### src/ssc_pkg.sv
// Register map, field layouts, reset values and clock codes of the synchronous serial port
package ssc_pkg;

   // Register byte offsets on the APB
   localparam logic [11:0] OFS_MODE_A   = 12'h000;
   localparam logic [11:0] OFS_MODE_B   = 12'h004;
   localparam logic [11:0] OFS_SHIFT    = 12'h008;
   localparam logic [11:0] OFS_IRQ_STAT = 12'h00C;
   localparam logic [11:0] OFS_IRQ_MASK = 12'h010;

   // Field positions
   localparam int unsigned MA_LEN_LSB    = 0;
   localparam int unsigned MA_START_BIT  = 3;
   localparam int unsigned MA_LSB_BIT    = 4;
   localparam int unsigned MA_TXEDGE_BIT = 5;
   localparam int unsigned MA_RXEDGE_BIT = 6;
   localparam int unsigned MA_BUSY_BIT   = 7;
   localparam int unsigned MB_CKS_LSB    = 0;
   localparam int unsigned MB_INTCLK_BIT = 2;
   localparam int unsigned MB_RXEN_BIT   = 3;
   localparam int unsigned MB_TXEN_BIT   = 4;
   localparam int unsigned IRQ_DONE_BIT  = 0;

   // Reset values
   localparam logic [7:0] MODE_A_RST   = 8'h00;
   localparam logic [4:0] MODE_B_RST   = 5'h00;
   localparam logic [7:0] SHIFT_RST    = 8'h00;
   localparam logic [0:0] IRQ_RST      = 1'h0;

   // Clock source codes
   localparam logic [1:0] CKS_DIV2   = 2'h0;
   localparam logic [1:0] CKS_DIV8   = 2'h1;
   localparam logic [1:0] CKS_DIV64  = 2'h2;
   localparam logic [1:0] CKS_TIMER3 = 2'h3;

   // Base clock cycles per half period of the shift clock
   localparam logic [5:0] HALF_DIV2  = 6'h01;
   localparam logic [5:0] HALF_DIV8  = 6'h04;
   localparam logic [5:0] HALF_DIV64 = 6'h20;

   // Bit count field value 0 means a full byte
   localparam logic [3:0] FULL_LEN = 4'h8;

   typedef struct packed {
      logic       busy;
      logic       rx_edge_select;
      logic       tx_edge_select;
      logic       lsb_first;
      logic       start_en;
      logic [2:0] bit_len;
   } ssc_mode_a_t;

   typedef struct packed {
      logic       tx_en;
      logic       rx_en;
      logic       internal_clk;
      logic [1:0] clock_source_select;
   } ssc_mode_b_t;

   typedef enum logic [1:0] {
      ST_IDLE = 2'h0,
      ST_RUN  = 2'h1,
      ST_TAIL = 2'h3
   } ssc_state_t;

endpackage

### src/ssc_sync_serial.sv
// Three-wire clock-synchronous serial port with APB registers
//
// Decided for this implementation: the placing of the registers and register access over APB.
`timescale 1ns/1ps

// What this block does, and what software (RULE_08) and the peer (RULE_10) must do
// RULE_01: Software picks internal shift clock (master) or clock from the clock line (slave).
// RULE_02: Internal clock source field picks base clock /2, /8, /64 or timer 3 output.
// RULE_03: Only three lines: clock, separate serial out, separate serial in.
// RULE_04: Transmit-only use releases the serial input line for general use.
// RULE_05: Receive-only use releases the serial output line for general use.
// RULE_06: Busy flag goes to 1 as soon as a transfer is started.
// RULE_07: Busy flag clears in the same cycle the done interrupt is raised.
// RULE_08: Software uses edge pair 00 or 01 for simultaneous send and receive.
// RULE_09: In duplex use, input is sampled on the edge opposite the output edge.
// RULE_10: The peer launches its data on the edge opposite the device output edge.
// RULE_11: Transmit edge bit: 0 shifts out on falling edges, 1 on rising edges.
// RULE_12: Receive edge bit: 0 samples on opposite edge, 1 on the transmit edge.
// RULE_13: Master with start condition off: buffer write starts clock, done raises interrupt.
// RULE_14: Clock line is driven when internal clock selected, input otherwise.
// RULE_15: Unused serial input in transmit-only use reads as constant 1.
module ssc_sync_serial (
   input  wire logic        i_clk,          // Base system clock
   input  wire logic        i_reset,        // Synchronous reset, active high
   input  wire logic        i_psel,         // APB select
   input  wire logic        i_penable,      // APB enable
   input  wire logic        i_pwrite,       // APB write
   input  wire logic [11:0] i_paddr,        // APB byte address
   input  wire logic [31:0] i_pwdata,       // APB write data
   output logic      [31:0] o_prdata,       // APB read data
   output logic             o_pready,       // APB ready
   output logic             o_pslverr,      // APB error, unmapped address
   input  wire logic        i_timer3_tick,  // Timer 3 output pulse
   input  wire logic        i_sck_in,       // Clock line level
   output logic             o_sck_out,      // Clock line drive value
   output logic             o_sck_oe,       // Clock line drive enable
   input  wire logic        i_sdi_in,       // Serial input line level
   output logic             o_sdo_out,      // Serial output drive value
   output logic             o_sdo_oe,       // Serial output drive enable
   output logic             o_busy,         // Transfer in progress
   output logic             o_irq           // Level interrupt
);

   ssc_pkg::ssc_mode_a_t mode_a_q;
   ssc_pkg::ssc_mode_b_t mode_b_q;
   ssc_pkg::ssc_state_t  state_q;
   logic [7:0]           tx_sr_q;
   logic [7:0]           rx_sr_q;
   logic [3:0]           bit_cnt_q;
   logic [5:0]           div_q;
   logic                 sck_q;
   logic                 sdo_q;
   logic [0:0]           irq_stat_q;
   logic [0:0]           irq_mask_q;
   logic [31:0]          prdata_q;
   logic [1:0]           sck_sync_q;
   logic [1:0]           sdi_sync_q;
   logic                 sck_prev_q;

   logic       setup;
   logic       access;
   logic       wr;
   logic       addr_ok;
   logic [31:0] rd_data;
   logic       any_en;
   logic       idle_lvl;
   logic [5:0] half_cnt;
   logic       tick;
   logic       m_edge;
   logic       rise_e;
   logic       fall_e;
   logic       tx_edge;
   logic       rx_edge;
   logic       rx_on_rise;
   logic       slave_start;
   logic       master_start;
   logic       proc;
   logic       rx_bit;
   logic [3:0] len_n;
   logic       last_sample;
   logic       done;

   // APB decode
   assign setup   = i_psel & ~i_penable;
   assign access  = i_psel & i_penable;
   assign wr      = access & i_pwrite;
   assign addr_ok = (i_paddr == ssc_pkg::OFS_MODE_A) | (i_paddr == ssc_pkg::OFS_MODE_B) |
                    (i_paddr == ssc_pkg::OFS_SHIFT) | (i_paddr == ssc_pkg::OFS_IRQ_STAT) |
                    (i_paddr == ssc_pkg::OFS_IRQ_MASK);
   assign o_pready  = access;
   assign o_pslverr = access & ~addr_ok;
   assign o_prdata  = prdata_q;

   always_comb begin
      rd_data = 32'h0000_0000;
      case (i_paddr)
         ssc_pkg::OFS_MODE_A: begin
            rd_data[7:0] = {(state_q != ssc_pkg::ST_IDLE), mode_a_q[6:0]};
         end
         ssc_pkg::OFS_MODE_B: begin
            rd_data[4:0] = mode_b_q;
         end
         ssc_pkg::OFS_SHIFT: begin
            rd_data[7:0] = rx_sr_q;
         end
         ssc_pkg::OFS_IRQ_STAT: begin
            rd_data[ssc_pkg::IRQ_DONE_BIT] = irq_stat_q[0];
         end
         ssc_pkg::OFS_IRQ_MASK: begin
            rd_data[ssc_pkg::IRQ_DONE_BIT] = irq_mask_q[0];
         end
         default: begin
            rd_data = 32'h0000_0000;
         end
      endcase
   end

   // Read data captured in the setup phase
   always_ff @(posedge i_clk) begin
      if (i_reset) begin
         prdata_q <= 32'h0000_0000;
      end else if (setup & ~i_pwrite) begin
         prdata_q <= rd_data;
      end
   end

   // Mode registers
   always_ff @(posedge i_clk) begin
      if (i_reset) begin
         mode_a_q <= ssc_pkg::MODE_A_RST;
         mode_b_q <= ssc_pkg::MODE_B_RST;
      end else if (wr) begin
         if (i_paddr == ssc_pkg::OFS_MODE_A) begin
            mode_a_q <= {1'b0, i_pwdata[6:0]};
         end
         if (i_paddr == ssc_pkg::OFS_MODE_B) begin
            mode_b_q <= i_pwdata[4:0]; // RULE_01
         end
      end
   end

   // Pin synchronisers
   always_ff @(posedge i_clk) begin
      if (i_reset) begin
         sck_sync_q <= 2'h3;
         sdi_sync_q <= 2'h3;
         sck_prev_q <= 1'b1;
      end else begin
         sck_sync_q <= {sck_sync_q[0], i_sck_in};
         sdi_sync_q <= {sdi_sync_q[0], i_sdi_in};
         sck_prev_q <= sck_sync_q[1];
      end
   end

   assign any_en   = mode_b_q.tx_en | mode_b_q.rx_en;
   assign idle_lvl = ~mode_a_q.tx_edge_select;
   assign rx_bit   = mode_b_q.rx_en ? sdi_sync_q[1] : 1'b1; // RULE_04 RULE_15
   assign len_n    = (mode_a_q.bit_len == 3'h0) ? ssc_pkg::FULL_LEN : {1'b0, mode_a_q.bit_len};

   // Internal clock source selection
   always_comb begin
      case (mode_b_q.clock_source_select)
         ssc_pkg::CKS_DIV2:  half_cnt = ssc_pkg::HALF_DIV2; // RULE_02
         ssc_pkg::CKS_DIV8:  half_cnt = ssc_pkg::HALF_DIV8;
         ssc_pkg::CKS_DIV64: half_cnt = ssc_pkg::HALF_DIV64;
         default:            half_cnt = ssc_pkg::HALF_DIV2;
      endcase
   end

   assign tick = (mode_b_q.clock_source_select == ssc_pkg::CKS_TIMER3) ?
                 i_timer3_tick : (div_q == half_cnt - 6'h01); // RULE_02

   always_ff @(posedge i_clk) begin
      if (i_reset || state_q == ssc_pkg::ST_IDLE || tick) begin
         div_q <= 6'h00;
      end else begin
         div_q <= div_q + 6'h01;
      end
   end

   // Edge events, from own clock or from the peer clock
   assign m_edge = (state_q != ssc_pkg::ST_IDLE) & tick;
   always_comb begin
      if (mode_b_q.internal_clk) begin
         rise_e = m_edge & ~sck_q; // RULE_01
         fall_e = m_edge & sck_q;
      end else begin
         rise_e = sck_sync_q[1] & ~sck_prev_q;
         fall_e = ~sck_sync_q[1] & sck_prev_q;
      end
   end

   assign tx_edge    = mode_a_q.tx_edge_select ? rise_e : fall_e; // RULE_11
   assign rx_on_rise = ~(mode_a_q.tx_edge_select ^ mode_a_q.rx_edge_select);
   assign rx_edge    = rx_on_rise ? rise_e : fall_e; // RULE_09 RULE_12

   assign master_start = wr & (i_paddr == ssc_pkg::OFS_SHIFT) & mode_b_q.internal_clk &
                         any_en & (state_q == ssc_pkg::ST_IDLE); // RULE_13
   assign slave_start  = (state_q == ssc_pkg::ST_IDLE) & ~mode_b_q.internal_clk & any_en &
                         (rise_e | fall_e);
   assign proc         = (state_q == ssc_pkg::ST_RUN) | slave_start;
   assign last_sample  = proc & rx_edge & ((bit_cnt_q + 4'h1) == len_n);

   always_comb begin
      done = 1'b0;
      if (state_q == ssc_pkg::ST_TAIL) begin
         done = m_edge;
      end else if (last_sample) begin
         done = ~mode_b_q.internal_clk | (~sck_q == idle_lvl);
      end
   end

   // Transfer sequencing
   always_ff @(posedge i_clk) begin
      if (i_reset) begin
         state_q <= ssc_pkg::ST_IDLE;
      end else begin
         case (state_q)
            ssc_pkg::ST_IDLE: begin
               if (master_start) begin
                  state_q <= ssc_pkg::ST_RUN; // RULE_06 RULE_13
               end else if (slave_start) begin
                  state_q <= done ? ssc_pkg::ST_IDLE : ssc_pkg::ST_RUN; // RULE_06
               end
            end
            ssc_pkg::ST_RUN: begin
               if (done) begin
                  state_q <= ssc_pkg::ST_IDLE; // RULE_07
               end else if (last_sample) begin
                  state_q <= ssc_pkg::ST_TAIL;
               end
            end
            ssc_pkg::ST_TAIL: begin
               if (done) begin
                  state_q <= ssc_pkg::ST_IDLE; // RULE_07
               end
            end
            default: begin
               state_q <= ssc_pkg::ST_IDLE;
            end
         endcase
      end
   end

   // Bit counter
   always_ff @(posedge i_clk) begin
      if (i_reset || master_start) begin
         bit_cnt_q <= 4'h0;
      end else if (done) begin
         bit_cnt_q <= 4'h0;
      end else if (proc & rx_edge) begin
         bit_cnt_q <= bit_cnt_q + 4'h1;
      end
   end

   // Generated shift clock
   always_ff @(posedge i_clk) begin
      if (i_reset) begin
         sck_q <= 1'b1;
      end else if (state_q == ssc_pkg::ST_IDLE) begin
         sck_q <= idle_lvl;
      end else if (m_edge) begin
         sck_q <= ~sck_q; // RULE_13
      end
   end

   // Transmit path
   always_ff @(posedge i_clk) begin
      if (i_reset) begin
         tx_sr_q <= ssc_pkg::SHIFT_RST;
         sdo_q   <= 1'b1;
      end else if (wr && i_paddr == ssc_pkg::OFS_SHIFT && state_q == ssc_pkg::ST_IDLE) begin
         tx_sr_q <= i_pwdata[7:0];
      end else if (proc & tx_edge) begin
         if (mode_a_q.lsb_first) begin
            sdo_q   <= tx_sr_q[0]; // RULE_11
            tx_sr_q <= {1'b0, tx_sr_q[7:1]};
         end else begin
            sdo_q   <= tx_sr_q[7]; // RULE_11
            tx_sr_q <= {tx_sr_q[6:0], 1'b0};
         end
      end
   end

   // Receive path
   always_ff @(posedge i_clk) begin
      if (i_reset) begin
         rx_sr_q <= ssc_pkg::SHIFT_RST;
      end else if (proc & rx_edge) begin
         if (mode_a_q.lsb_first) begin
            rx_sr_q <= {rx_bit, rx_sr_q[7:1]}; // RULE_09
         end else begin
            rx_sr_q <= {rx_sr_q[6:0], rx_bit}; // RULE_09
         end
      end
   end

   // Interrupt status and mask, set wins over clear
   always_ff @(posedge i_clk) begin
      if (i_reset) begin
         irq_stat_q <= ssc_pkg::IRQ_RST;
         irq_mask_q <= ssc_pkg::IRQ_RST;
      end else begin
         if (done) begin
            irq_stat_q <= 1'b1; // RULE_07 RULE_13
         end else if (wr && i_paddr == ssc_pkg::OFS_IRQ_STAT &&
                      i_pwdata[ssc_pkg::IRQ_DONE_BIT]) begin
            irq_stat_q <= 1'b0;
         end
         if (wr && i_paddr == ssc_pkg::OFS_IRQ_MASK) begin
            irq_mask_q <= i_pwdata[ssc_pkg::IRQ_DONE_BIT];
         end
      end
   end

   // Pins
   assign o_sck_out = sck_q;
   assign o_sck_oe  = mode_b_q.internal_clk; // RULE_14
   assign o_sdo_out = sdo_q; // RULE_03
   assign o_sdo_oe  = mode_b_q.tx_en; // RULE_05
   assign o_busy    = (state_q != ssc_pkg::ST_IDLE); // RULE_06 RULE_07
   assign o_irq     = irq_stat_q[0] & irq_mask_q[0];

endmodule

### config.mk
export PLATFORM = sky130hd
export DESIGN_NAME = ssc_sync_serial
export DESIGN_NICKNAME = d
export VERILOG_FILES = /design/src/ssc_pkg.sv /design/src/ssc_sync_serial.sv
export SDC_FILE = /design/constraint.sdc
export NUM_CORES = 1
export LEC_CHECK = 0
export BUFFER_PORTS_ARGS = -buffer_cell sky130_fd_sc_hd__buf_2
export CORE_AREA = 4 4 89 91
export CTS_CLUSTER_SIZE = 16
export DETAILED_ROUTE_END_ITERATION = 10
export DIE_AREA = 0 0 93 95
export PLACE_DENSITY = 0.74
export REMOVE_ABC_BUFFERS = 1
export SLEW_MARGIN = 25
export SYNTH_ARGS = -nofsm -noshare
export SYNTH_HDL_FRONTEND = slang
export SYNTH_SLANG_ARGS = --single-unit
### constraint.sdc
create_clock -name i_clk -period 2.1 [get_ports i_clk]
set_input_delay 0.315 -clock i_clk [delete_from_list [all_inputs] [get_ports i_clk]]
set_output_delay 0.315 -clock i_clk [all_outputs]
set_load 0.01 [all_outputs]
==> results.json <==
{
  "syn_avg_cell_area_um2": 8.59,
  "nets": 515,
  "status": "complete, but fails checks",
  "grt_max_degree": 18,
  "synthFlopType": "dfxtp_1",
  "setup_slack_ns": -0.186,
  "antenna_cells": 0,
  "rr_endpoint": "rx_sr_q[7]$_SDFFE_PP0P_",
  "async_flop_share": 0,
  "cp-end-kind": "flop",
  "r2r.worst_path.cells": 10,
  "hp-start": "i_sck_in",
  "routed_wl_mm": 9.51,
  "min_period_over_period": 1.09,
  "fin_crit_ns": 2.29,
  "synth.top_cells.by_area": "dfxtp_1 35%, mux2i_1 7.1%, buf_4 5.6%",
  "cp_slowest_cell": "o211ai_1",
  "max_slew_margin": 0.320,
  "yosysSeqAreaShare": 0.352,
  "cts_buffer_depth": 2,
  "synth_most_common_cell": "dfxtp_1",
  "synth_area_mm2": 0.00325,
  "first_pass_iters": 5,
  "timing.hold.ws_ns": 0.151,
  "vias": 3200,
  "initial_core_util": 0.455,
  "p_leak_nw": 1.77,
  "dieWidth_um": 93,
  "wl_per_cell_um": 16.9,
  "grt-ovfl-total": 0,
  "worst-setup-path-type": "flop to flop",
  "rrSetupSlack_ns": -0.19,
  "cpPeakStageDelay_ns": 0.43,
  "start_kind": "flop",
  "hold_class": "input port to flop",
  "placementRows": 31,
  "vdd_ir_drop_max_uv": 355,
  "cts_tree": "built",
  "track_usage": 0.210,
  "cts.sinks": 57,
  "drc": 0,
  "drt-initial-drc-count": 268,
  "grt_pass1_vias": 3054,
  "routabilityCongestion": 0.916,
  "dpl.hpwl_mm": 6.36,
  "r2r_start": "mode_b_q[0]$_SDFFE_PP0P_",
  "hold_end": "sck_sync_q[0]$_SDFF_PP1_",
  "cts_buffers": 9,
  "ant_nets": 0,
  "clock.fmax_ghz": 0.437,
  "setup-violations-final": 24,
  "slew_viol_final": 0,
  "io-pin-count": 92,
  "grt_pass1_wl_mm": 14.7,
  "hold_viol": 0,
  "synth.largest_area_cell": "dfxtp_1",
  "synth_cell_types": 58,
  "coreArea_mm2": 0.00714,
  "failed_checks": "negative setup slack",
  "rsz0062_at_grt": "true",
  "cts-root-buf": "clkbuf_8",
  "netlist_top_cells_count": "57 x dfxtp_1, 34 x nand2_1, 30 x nor2_1",
  "synth_top_area_frac": 0.352,
  "max_cap_violations": 0,
  "ys_seq_elements": 57,
  "vias_per_cell": 5.68,
  "synth_edf_count": 0,
  "die_area_mm2": 0.00884,
  "area_delta_synth_final_pct": 33.3,
  "syn_inst": 378,
  "cp.required_ns": 2.38,
  "finalInstanceArea_mm2": 0.00433,
  "path_max_fanout": 5,
  "yosys_warnings": 0,
  "die_height_um": 95,
  "antenna_found_initial": 0,
  "path_cells": "inv_2, ha_4, and3b_2, o221ai_4, a21oi_4, buf_6, o211ai_1, buf_4, nand3_2, a21oi_2",
  "hold_depth": 2,
  "insertion_delay_ns": 0.34,
  "tightest_slew_ns": 1.01,
  "power.density_mw_per_mm2": 521,
  "htree_levels": 3,
  "place_area_mm2": 0.00370,
  "portBuffers": 43,
  "arrival_ns": 2.56,
  "clk_pin_slew_ns": 0.07,
  "skew_ns": 0.00580,
  "drive_gt1_frac": 0.356
}
==> routing by layer <==
metal / share of wire / routed length (µm) / vias to the layer above / global-route usage
met5: 0 / 0 / - / 0
li1: - / - / 1488 / -
met1: 0.41 / 3890 / 1548 / 0.245
met2: 0.50 / 4800 / 141 / 0.381
met4: 0.019 / 176 / 0 / 0.0623
met3: 0.067 / 640 / 23 / 0.0518
==> how the worst max path moves through the flow <==
| stage | startpoint | to | slack [ns] |
|---|---|---|---|
| floorplan | mode_b_q[0]$_SDFFE_PP0P_ | o_sdo_out$_SDFFE_PP1P_ | -0.12 |
| global placement | mode_b_q[0]$_SDFFE_PP0P_ | tx_sr_q[4]$_SDFFE_PP0P_ | -0.20 |
| detailed placement | mode_b_q[0]$_SDFFE_PP0P_ | tx_sr_q[6]$_SDFFE_PP0P_ | -0.30 |
| CTS | mode_b_q[0]$_SDFFE_PP0P_ | rx_sr_q[7]$_SDFFE_PP0P_ | -0.17 |
| global route | mode_b_q[0]$_SDFFE_PP0P_ | bit_cnt_q[0]$_SDFFE_PP0P_ | -0.29 |
| finish | mode_b_q[0]$_SDFFE_PP0P_ | rx_sr_q[7]$_SDFFE_PP0P_ | -0.19 |
==> power by group <==
group          internal (mW)  switching (mW)
logic                 0.0509          0.0916
clock network          0.578           0.443
registers               1.09         0.00237
==> state kept, by name, summed over array words and instances, names as in the netlist, 2 cells and up <==
| signal | count |
|---|---|
| sdi_sync_q | 2 |
| rx_sr_q | 8 |
| sck_sync_q | 2 |
| mode_b_q | 3 |
| mode_a_q | 7 |
| o_prdata | 8 |
| state_q | 2 |
| tx_sr_q | 8 |
| div_q | 6 |
| bit_cnt_q | 4 |
==> critical path: cells and delay by family, from the launching register on <==
family | cells | cell delay, ns
compound gates | 4 | 0.95
fa+ha+maj | 1 | 0.25
buf+inv | 3 | 0.40
flops | 1 | 0.33
simple gates | 2 | 0.29
==> final cells by class <==
class	instances	area, µm²
clock buffer	13	149
clock inverter	3	40.0
fill	633	2810
inverter	6	22.5
multi-input combinational	293	2220
sequential	57	1140
tap	99	124
timing repair buffer	92	629
==> cells by family (layout without fill, tap and decap cells) <==
group	count (synthesis)	count (layout)	synth area share
simple gates	138	138	0.218
compound gates	85	87	0.194
flops	57	57	0.352
buf+inv	53	114	0.0929
mux	26	26	0.0848
xor+xnor	14	14	0.0420
fa+ha+maj	4	4	0.0154
other cells	1	24	0.00116
==> per-stage QoR <==
step | std cells | setup TNS, ns | util | worst slack (ns) | power [mW]
finish | 563 | -3.17 | 0.606 | -0.186 | 2.25
floorplan | 354 | -0.767 | - | -0.120 | 1.17
global route | 563 | -5.54 | 0.606 | -0.295 | 2.32
CTS | 558 | -2.58 | 0.590 | -0.171 | 2.26
global placement | 535 | -3.35 | 0.518 | -0.196 | 1.24
detailed placement | 535 | -4.86 | 0.518 | -0.301 | 1.24
==> what timing repair did <==
action                                  CTS  global route
hold buffers                              0             0
buffers inserted                          7             3
endpoints found under the setup margin   24            25
gates resized for setup                  57            19
pin swaps                                25            26
cloned                                    0             2
==> cell usage in the layout, fill, tap and decap left out, drive strengths merged, types with 3 or more instances in the layout <==
cell,instances
ha,4
and2,4
inv,6
nor2,30
or2,7
xor2,9
a211oi,5
o311a,6
o21ai,16
o211a,5
a2111oi,6
o2111ai,3
o211ai,5
and3b,3
buf,92
and3,3
dfxtp,57
or4,3
nor3,7
nand3,21
xnor2,4
nand2,34
conb,24
a21oi,20
clkbuf,13
nor2b,9
nor4,3
mux2i,23
o31ai,8
nor3b,5
No activity file was read; power rests on OpenSTA's default activity.
